`config.mk`:
```
export PLATFORM = sky130hd
export DESIGN_NAME = cri_rx_irq
export DESIGN_NICKNAME = d
export VERILOG_FILES = /design/src/rtl/cri_pkg.sv /design/src/rtl/cri_level_map.sv /design/src/rtl/cri_rx_irq.sv
export VERILOG_INCLUDE_DIRS = /design/src /design/src/rtl
export SDC_FILE = /design/constraint.sdc
export NUM_CORES = 1
export LEC_CHECK = 0
export BUFFER_PORTS_ARGS = -buffer_cell sky130_fd_sc_hd__buf_2
export CAP_MARGIN = 20
export CORE_ASPECT_RATIO = 0.75
export CORE_MARGIN = 1.5
export CORE_UTILIZATION = 49
export CTS_BUF_LIST = sky130_fd_sc_hd__clkbuf_8
export CTS_CLUSTER_SIZE = 30
export DETAILED_ROUTE_END_ITERATION = 8
export GPL_ROUTABILITY_DRIVEN = 1
export PLACE_DENSITY_LB_ADDON = 0.12
export SETUP_SLACK_MARGIN = 0.3
export SYNTH_ARGS = -nofsm -noshare
export SYNTH_HDL_FRONTEND = slang
export SYNTH_HIERARCHICAL = 1
export SYNTH_SLANG_ARGS = --single-unit
```
`constraint.sdc`:
```
create_clock -name core_clk_in -period 2.65 [get_ports core_clk_in]
set_input_delay 0.53 -clock core_clk_in [delete_from_list [all_inputs] [get_ports core_clk_in]]
set_output_delay 0.53 -clock core_clk_in [all_outputs]
set_load 0.02 [all_outputs]
```
`src/rtl/cri_defs.svh`:
```
// Constants of the receive interrupt enable block: offsets, fields, thresholds.
// Assumes inclusion by bare name from the package and the design modules.
`ifndef CRI_DEFS_SVH
`define CRI_DEFS_SVH

`define CRI_ADDR_W      2
`define CRI_DATA_W      8
`define CRI_OFS_FLAGS   2'h0
`define CRI_OFS_ENABLES 2'h1
`define CRI_OFS_CLEAR   2'h2

`define CRI_BIT_WAKE    7
`define CRI_BIT_STAT    6
`define CRI_RX_HI       5
`define CRI_RX_LO       4
`define CRI_TX_HI       3
`define CRI_TX_LO       2
`define CRI_BIT_OVR     1
`define CRI_BIT_FULL    0

`define CRI_EN_RESET    8'h00
`define CRI_SENS_MASK   8'h3C
`define CRI_FLAG_MASK   8'hC3
`define CRI_ZERO_BYTE   8'h00

`define CRI_ST_GOOD     2'h0
`define CRI_ST_WARN     2'h1
`define CRI_ST_ERR      2'h2
`define CRI_ST_BOFF     2'h3

`define CRI_SENS_NONE   2'h0
`define CRI_SENS_BOFF   2'h1
`define CRI_SENS_ERR    2'h2
`define CRI_SENS_ALL    2'h3

`define CRI_GOOD_MAX    9'h060
`define CRI_WARN_MAX    9'h07F
`define CRI_ERR_MAX     9'h0FF

`endif

```
`src/rtl/cri_pkg.sv`:
```
// Types shared by the receive interrupt enable block.
// Assumes cri_defs.svh on the include path.
`include "cri_defs.svh"

package cri_pkg;

  typedef enum logic [1:0] {
    CRI_GOOD = `CRI_ST_GOOD,
    CRI_WARN = `CRI_ST_WARN,
    CRI_ERR  = `CRI_ST_ERR,
    CRI_BOFF = `CRI_ST_BOFF
  } cri_level_t;

  typedef struct packed {
    logic [7:0] enables;
    logic       wake_f;
    logic       stat_f;
    logic       ovr_f;
    logic       full_f;
    cri_level_t rx_st;
    cri_level_t tx_st;
    logic [7:0] rdata;
    logic       wake_irq;
    logic       err_irq;
    logic       rx_irq;
    logic       irq;
  } cri_regs_t;

endpackage : cri_pkg

```
`src/rtl/cri_level_map.sv`:
```
// Maps the error counters onto receiver and transmitter bus levels.
// Assumes counters come from logic on the same clock; purely combinational.
`timescale 1ns/1ns
`default_nettype none
`include "cri_defs.svh"

module cri_level_map #(
  parameter int REC_W = 8,
  parameter int TEC_W = 9
) (
  input  wire logic [REC_W-1:0]  rec_in,
  input  wire logic [TEC_W-1:0]  tec_in,
  output var  cri_pkg::cri_level_t rx_level_out,
  output var  cri_pkg::cri_level_t tx_level_out
);
  import cri_pkg::*;

  // Narrower counters could not reach the bus-off threshold
  if (REC_W < 8 || TEC_W < 9 || REC_W > TEC_W)
  begin : g_width_check
    $error("cri_level_map: counter widths unsupported");
  end

  logic [TEC_W-1:0] rec_wide;

  assign rec_wide = TEC_W'(rec_in);

  function automatic cri_level_t classify(input logic [TEC_W-1:0] cnt);
    if (cnt > TEC_W'(`CRI_ERR_MAX))
      classify = CRI_BOFF;
    else if (cnt > TEC_W'(`CRI_WARN_MAX))
      classify = CRI_ERR;
    else if (cnt > TEC_W'(`CRI_GOOD_MAX))
      classify = CRI_WARN;
    else
      classify = CRI_GOOD;
  endfunction : classify

  // Bus-off is a transmitter condition mirrored into the receiver code
  always_comb
  begin
    tx_level_out = classify(tec_in);
    if (tx_level_out == CRI_BOFF)
      rx_level_out = CRI_BOFF;
    else if (classify(rec_wide) == CRI_BOFF)
      rx_level_out = CRI_ERR;
    else
      rx_level_out = classify(rec_wide);
  end

endmodule : cri_level_map
`default_nettype wire

```
`src/rtl/cri_rx_irq.sv`:
```
// Receive interrupt enable register, receive-side flags and request lines.
// Assumes init handshake, counters and event pulses come from the same clock.
//
// Overview of operation
// - The enable register reads at any time and takes writes only with init request and acknowledge both low.
// - With init request and acknowledge both high enable bits 7, 6, 1 and 0 sit at reset value.
// - The two sensitivity fields keep their values through init mode.
// - Enable bit 7 lets a detected wake-up raise the wake-up request.
// - Enable bit 6 lets a bus status change raise the error request.
// - Bits 5-4 pick which receiver level changes set the status change flag.
// - Bits 3-2 pick, with the same coding, which transmitter changes set it.
// - The level fields track the real levels but update only with no change pending.
// - Enable bit 1 lets a receive overrun raise the error request.
// - Enable bit 0 lets a full receive buffer raise the receive request.
// - When the transmitter leaves bus-off to good, the receiver level goes good too.
// - The status change flag follows counter-driven level moves above 96, 127 and 255.
// - Each request is a level that stands while its flag and enable are set.
// - The full flag sets when a good message enters the foreground receive buffer.
`timescale 1ns/1ns
`default_nettype none
`include "cri_defs.svh"

module cri_rx_irq #(
  parameter int REC_W = 8,
  parameter int TEC_W = 9
) (
  input  wire logic                   core_clk_in,
  input  wire logic                   rst_in,
  input  wire logic [`CRI_ADDR_W-1:0] addr_in,
  input  wire logic [7:0]             wr_data_in,
  input  wire logic                   wr_in,
  input  wire logic                   rd_in,
  input  wire logic                   init_request_in,
  input  wire logic                   init_acknowledge_in,
  input  wire logic                   wakeup_detect_enable_in,
  input  wire logic                   wakeup_event_in,
  input  wire logic                   overrun_event_in,
  input  wire logic                   rx_shift_in,
  input  wire logic [REC_W-1:0]       rec_in,
  input  wire logic [TEC_W-1:0]       tec_in,
  output logic      [7:0]             rd_data_out,
  output logic      [7:0]             receive_interrupt_enables_out,
  output logic                        status_change_flag_out,
  output logic                        rx_buffer_full_flag_out,
  output var cri_pkg::cri_level_t     rx_bus_state_out,
  output var cri_pkg::cri_level_t     tx_bus_state_out,
  output logic                        wakeup_irq_out,
  output logic                        error_irq_out,
  output logic                        rx_irq_out,
  output logic                        irq_out
);
  import cri_pkg::*;

  // Narrower counters could not reach the bus-off threshold
  if (REC_W < 8 || TEC_W < 9 || REC_W > TEC_W)
  begin : g_width_check
    $error("cri_rx_irq: counter widths unsupported");
  end

  cri_regs_t  r_reg;
  cri_regs_t  r_next;
  cri_level_t act_rx;
  cri_level_t act_tx;
  cri_level_t eff_rx;
  logic       in_init;
  logic       wr_ok;
  logic [7:0] clr;
  logic       stat_set;
  logic       wake_set;

  cri_level_map #(
    .REC_W (REC_W),
    .TEC_W (TEC_W)
  ) u_level_map (
    .rec_in       (rec_in),
    .tec_in       (tec_in),
    .rx_level_out (act_rx),
    .tx_level_out (act_tx)
  );

  // Decides whether a level move counts under a two-bit sensitivity code
  function automatic logic sensitive(
    input logic [1:0] sel,
    input cri_level_t old_l,
    input cri_level_t new_l
  );
    logic old_hi;
    logic new_hi;
    old_hi = (old_l == CRI_ERR) || (old_l == CRI_BOFF);
    new_hi = (new_l == CRI_ERR) || (new_l == CRI_BOFF);
    unique case (sel)
      `CRI_SENS_NONE: sensitive = 1'b0;
      `CRI_SENS_BOFF: sensitive = (old_l == CRI_BOFF) != (new_l == CRI_BOFF);
      `CRI_SENS_ERR:  sensitive = old_hi != new_hi;
      `CRI_SENS_ALL:  sensitive = old_l != new_l;
    endcase
  endfunction : sensitive

  always_comb
  begin
    r_next   = r_reg;
    in_init  = init_request_in && init_acknowledge_in;
    wr_ok    = wr_in && !init_request_in && !init_acknowledge_in;
    clr      = (wr_in && addr_in == `CRI_OFS_CLEAR) ? (wr_data_in & `CRI_FLAG_MASK)
                                                     : `CRI_ZERO_BYTE;
    stat_set = 1'b0;
    wake_set = wakeup_event_in && wakeup_detect_enable_in;
    eff_rx   = act_rx;

    // Enable register
    if (wr_ok && addr_in == `CRI_OFS_ENABLES)
      r_next.enables = wr_data_in;
    if (in_init)
      r_next.enables = (r_reg.enables & `CRI_SENS_MASK)
                       | (`CRI_EN_RESET & `CRI_FLAG_MASK);

    // Levels move only while no status change is pending
    if (r_reg.tx_st == CRI_BOFF && act_tx == CRI_GOOD)
      eff_rx = CRI_GOOD;
    if (!r_reg.stat_f)
    begin
      r_next.rx_st = eff_rx;
      r_next.tx_st = act_tx;
      stat_set = sensitive(r_reg.enables[`CRI_RX_HI:`CRI_RX_LO],
                           r_reg.rx_st, eff_rx)
               || sensitive(r_reg.enables[`CRI_TX_HI:`CRI_TX_LO],
                            r_reg.tx_st, act_tx);
    end

    // Sticky flags: a set in the clearing cycle wins
    r_next.wake_f = (r_reg.wake_f && !clr[`CRI_BIT_WAKE]) || wake_set;
    r_next.stat_f = (r_reg.stat_f && !clr[`CRI_BIT_STAT]) || stat_set;
    r_next.ovr_f  = (r_reg.ovr_f && !clr[`CRI_BIT_OVR]) || overrun_event_in;
    r_next.full_f = (r_reg.full_f && !clr[`CRI_BIT_FULL]) || rx_shift_in;

    // Requests from next values so they line up with the flags
    r_next.wake_irq = r_next.wake_f && r_next.enables[`CRI_BIT_WAKE];
    r_next.err_irq  = (r_next.stat_f && r_next.enables[`CRI_BIT_STAT])
                   || (r_next.ovr_f && r_next.enables[`CRI_BIT_OVR]);
    r_next.rx_irq   = r_next.full_f && r_next.enables[`CRI_BIT_FULL];
    r_next.irq      = r_next.wake_irq || r_next.err_irq || r_next.rx_irq;

    // Read data only stands in the cycle after the strobe
    r_next.rdata = `CRI_ZERO_BYTE;
    if (rd_in)
    begin
      unique case (addr_in)
        `CRI_OFS_FLAGS:   r_next.rdata = {r_reg.wake_f, r_reg.stat_f, r_reg.rx_st,
                                          r_reg.tx_st, r_reg.ovr_f, r_reg.full_f};
        `CRI_OFS_ENABLES: r_next.rdata = r_reg.enables;
        default:          r_next.rdata = `CRI_ZERO_BYTE;
      endcase
    end
  end

  always_ff @(posedge core_clk_in)
  begin
    if (rst_in)
    begin
      r_reg         <= '0;
      r_reg.enables <= `CRI_EN_RESET;
      r_reg.rx_st   <= CRI_GOOD;
      r_reg.tx_st   <= CRI_GOOD;
    end
    else
      r_reg <= r_next;
  end

  assign rd_data_out                   = r_reg.rdata;
  assign receive_interrupt_enables_out = r_reg.enables;
  assign status_change_flag_out        = r_reg.stat_f;
  assign rx_buffer_full_flag_out       = r_reg.full_f;
  assign rx_bus_state_out              = r_reg.rx_st;
  assign tx_bus_state_out              = r_reg.tx_st;
  assign wakeup_irq_out                = r_reg.wake_irq;
  assign error_irq_out                 = r_reg.err_irq;
  assign rx_irq_out                    = r_reg.rx_irq;
  assign irq_out                       = r_reg.irq;
endmodule : cri_rx_irq
`default_nettype wire

```
# After elaboration in Yosys (flattened, before gate mapping)
# Cells that the tools add are included.
# word_totals
reg_bits	28
in_bits	37
out_inout_bits	26
word_cells	102
# classes
order_cmp	6
eq_ne	23
mux	19
bitwise_logic	2
reduce_logical	39
# ops
op	n
2-bit equality test (second input constant)	14
8-bit 2-to-1 mux	3
9-bit by 7-bit greater-than comparator with 1-bit output (second input constant)	2
8-bit by 7-bit greater-than comparator with 1-bit output (second input constant)	2
2-bit 2-to-1 mux	8
8-bit case mux with 2 select lines	1
1-bit logical AND	15
1-bit logical OR	12
9-bit by 8-bit greater-than comparator with 1-bit output (second input constant)	1
8-bit greater-than comparator (second input constant)	1
2-bit zero test	4
1-bit case mux with 4 select lines	2
2-bit by 1-bit equality test with 1-bit output (second input constant)	3
1-bit zero test	6
1-bit 2-to-1 mux	5
1-bit != test	4
2-bit != test	2
1-bit NOT	2
2-bit AND reduction	1
2-bit OR reduction	1

# Logic depth before layout (Yosys ltp)
# depth
word_depth	22
depth_mapped	7
mapped_depth_nobuf	7

# Modules after synthesis
# The synthesis kept the hierarchy.
# by_module_without_submodules
module	instances	cells_each	area_per_inst_um2	seq_area_each_um2
cri_rx_irq	1	152	1371.3	560.5
cri_level_map	1	10	73.8	0.0

# Least setup slack after synthesis
# OpenSTA, ideal clock, no wires.
# synth_path
path_kind	input to register
start	in tec_in[7]
end	reg r_reg, in the netlist irq_out
setup_ns	0.126
t_arrival_ns	2.037
required_ns	2.524
path_slack_ns	0.486
stages	7
n_path_buf	0
path_cell_list	and3b_1 -> a2bb2oi_1 -> nand4bb_1 -> nand2_1 -> a32o_1 -> nor4_2 -> o211ai_2
# synth_between
elab_chain_len	19
word_cells_on_any_way	33
cone_classes	order compare (3); eq/ne (10); mux (10); reduce/logical (10)
# synth_lines
item	line	rtl
from (decl)	cri_rx_irq.sv:40	input wire logic [TEC_W-1:0] tec_in,
9-bit by 7-bit greater-than comparator with 1-bit output	cri_level_map.sv:33	else if (cnt > TEC_W'(`CRI_GOOD_MAX))
1-bit 2-to-1 mux	cri_level_map.sv:33	
2-bit 2-to-1 mux	cri_level_map.sv:31	else if (cnt > TEC_W'(`CRI_WARN_MAX))
2-bit 2-to-1 mux *	cri_level_map.sv:29	if (cnt > TEC_W'(`CRI_ERR_MAX))
via act_tx[0]	cri_rx_irq.sv:63	cri_level_t act_tx;
2-bit equality test or 2-bit zero test (tied branches)	-	
2-bit 2-to-1 mux or 1-bit logical AND (tied branches)	cri_level_map.sv:43, cri_rx_irq.sv:118	
2-bit 2-to-1 mux	cri_rx_irq.sv:118	if (r_reg.tx_st == CRI_BOFF && act_tx == CRI_GOOD)
[3 not listed]	-	
1-bit case mux with 4 select lines	cri_rx_irq.sv:91	unique case (sel)
1-bit 2-to-1 mux	cri_rx_irq.sv:120	if (!r_reg.stat_f)
1-bit logical OR *	cri_rx_irq.sv:124	stat_set = sensitive(r_reg.enables[`CRI_RX_HI:`CRI_RX_LO],
1-bit 2-to-1 mux *	cri_rx_irq.sv:120	
1-bit logical OR *	cri_rx_irq.sv:132	r_next.stat_f = (r_reg.stat_f && !clr[`CRI_BIT_STAT]) || stat_set;
1-bit logical AND *	cri_rx_irq.sv:138	r_next.err_irq = (r_next.stat_f && r_next.enables[`CRI_BIT_STAT])
1-bit logical OR *	cri_rx_irq.sv:138	
1-bit logical OR * (2 in a row)	cri_rx_irq.sv:141	r_next.irq = r_next.wake_irq || r_next.err_irq || r_next.rx_irq;
to (signal assigned)	cri_rx_irq.sv:166	r_reg <= r_next;
to (decl)	cri_rx_irq.sv:60	cri_regs_t r_reg;
# Mark *: on every way through the listed nets, which the timed path passes. The rest lies on a longest branch. The select of a mux whose other input is x is not followed.
# A chain may end at the register's enable or synchronous reset.

# Worst setup path after layout
# Ends and elaborated chain as after synthesis.

==> flow_summary.ini <==
[sta]
worst_slew_pin_slew_ns = 0.456
hold_viol = 0
setup_viol = 0
report.final.slew_viol_count = 0
relSlewSlack_pct = 69.6
fin_crit_sh_pct = 82.4
setup-tns-final_ns = 0
fin_crit_ns = 2.18
rsz0062_at_grt = no
fin_skew_ns = 0.00206
setup_slack_ns = 0.466
clock.fmax_ghz = 0.458

[critical_path]
timing.rr.start = tx_bus_state_out[0]
cp-start-kind = input port
worstPathCellList = buf_2 -> and3b_1 -> a2bb2oi_1 -> nand4bb_1 -> nand2_1 -> a32o_1 -> nor4_2 -> o211ai_2
rrSetupSlack_ns = 0.99
path_class = in -> reg
crit_slowest_cell = a2bb2oi_1
critPathBufInv = 1
r2r-end = irq_out
cpLargestDelayFamily = simple AND/OR/NAND/NOR gates
crit_arrival_ns = 2.35
ff2ff_path_depth = 5
endpoint_kind = flip-flop
critPathRequiredTime_ns = 2.81
max_stage_delay_ns = 0.37
cp_max_fo = 6
critical_path_cell_count = 8

[clock_network]
cts_resized = 0
cts_tree = done
clkLatencyLatePin_ns = 0.27
cts_hold_buf = 0
cts-root-buf = clkbuf_8
cts_inserted_buffers = 3
cts_buffer_depth = 2
h-tree-depth = 1
path_clk_slew_ns = 0.09
postCtsSetupRepairBufs = 0
cts_sinks = 28

[synth]
synth_fa_ha_area_share_pct = 0
synth_top_area_share_pct = 38.8
synth-seq-cells = 28
synth_top_family_by_area = simple AND/OR/NAND/NOR gates
synthFlopType = dfxtp_1
synth_mux_area_share_pct = 8.31
async_flop_share_pct = 0
mappedNetlistArea_sq_um = 1450
synth-xor-area-share_pct = 0
synth_nets = 199
synth_area_leaders = dfxtp_1, buf_4, mux2i_1, nor2_1, a21oi_1
synth_simple_gate_area_share_pct = 24.6
ys_types = 40
yosys.area.top_type = dfxtp_1
synth-edff-count = 0
yosysSeqAreaShare_pct = 38.8
synth_compound_area_share_pct = 15.7
yosys_warnings = 6
syn_avg_cell_area_sq_um = 8.92
netlist_instances = 162

[floorplan]
io_pins = 63
coreArea_sq_um = 2700
die_h_microns = 50.0
start_util_pct = 53.5
die_area_sq_um = 3290
chipWidth_microns = 65.7
rows = 16

[route]
routed_via_density = 5.21
wirelength_mm = 3.26
drc = 0
postRouteAntennaNets = 0
vias = 1256
drt-initial-drc-count = 65
wl_per_cell_microns = 13.5
firstDrtPassIters = 4

[finish]
seqCellArea_sq_um = 561
multiInputGateArea_sq_um = 702
antenna_cells = 0
stdcell_area_sq_um = 1710
final_util_pct = 63.3
layout_common_cells = buf_2, dfxtp_1, nor2_1
final_nets = 243
drive_above_1_share_pct = 38.0
final_common_cell = buf_2
synthToLayoutAreaGrowth_pct = 18.4
fillers = 241

[min_path]
hold_end = r_reg[17]
holdCritPathClass = in -> reg
hold_depth = 3
holdCritStartpoint = overrun_event_in

[grt]
gr-total-overflow = 0
grt_max_degree = 20
first_global_vias = 1108
grt_pass1_wl_mm = 5.32
grtUsageTotal_pct = 21.1
antenna_found_initial = 0

[place]
place_hpwl_mm = 2.51
post-place-ws_ns = 0.185
io_buffers = 62
postPlaceCellArea_sq_um = 1640
place_congestion = 0.919

[run]
maxCapViolations = 0

[pwr]
p_leak_nw = 0.820
powerDensity_nw_per_um2 = 524
p_total_uw = 897
ir_drop_mv = 0.270

[outcome]
status = complete, no violations
[worst min-delay path: cells and delay by family]
family                 cells  cell delay [ns]
buffers and inverters      1             0.08
AO/OA/AOI/OAI              1             0.04
AND/OR/NAND/NOR            1             0.07
[report_power, final]
group | internal [mW] | switching (mW)
clock | 0.202 | 0.130
combinational | 0.0510 | 0.0665
sequential | 0.433 | 0.0152
[cells in the mapped netlist, drive strengths merged, types with 2 or more instances]
library cell  number
a211oi             2
nand3              8
nor3               2
a21oi             13
nand2             11
o21ai              5
inv                4
a2bb2oi            2
or2                2
and3b              2
dfxtp             28
nand4b             2
a21o               2
or3                2
mux2i             12
clkbuf             2
buf               22
nor2              23
nor4               3
[area by class of cell]
cell class	count	share of cell area, %
Timing Repair Buffer	63	18.6
Multi-Input combinational cell	106	41.0
Inverter	4	0.877
Clock inverter	1	1.75
Sequential cell	28	32.7
Clock buffer	3	2.41
Tap cell	36	2.63
[cell families (layout without fill, tap and decap cells)]
kind of cell,count (synthesis),in the layout
AOI/OAI and AO/OA,32,32
muxes,12,12
buffers and inverters,28,71
DFF,28,28
and+or+nand+nor,62,62
[stage by stage]
step	cells	hold WS (ns)
3_5_place_dp	237	0.503
3_3_place_gp	237	0.479
6_report	241	0.468
4_1_cts	241	0.470
5_1_grt	241	0.495
2_1_floorplan	162	0.461
[layer usage]
layer | track usage [%] | wire, microns | up-vias
li1 | - | - | 647
met1 | 31.7 | 1670 | 572
met2 | 30.8 | 1400 | 34
met3 | 5.71 | 168 | 3
met4 | 2.08 | 14 | 0
met5 | 0 | 0 | -
[worst max-delay path by stage]
stage,endpoint,from,slack (ns)
global placement,irq_out,tec_in[7],0.28
global route,irq_out,tec_in[7],0.36
floorplan,irq_out,tec_in[7],0.49
CTS,irq_out,tec_in[7],0.47
finish,irq_out,tec_in[7],0.47
detailed placement,irq_out,tec_in[7],0.18
Power figures use the tool's default switching activity.
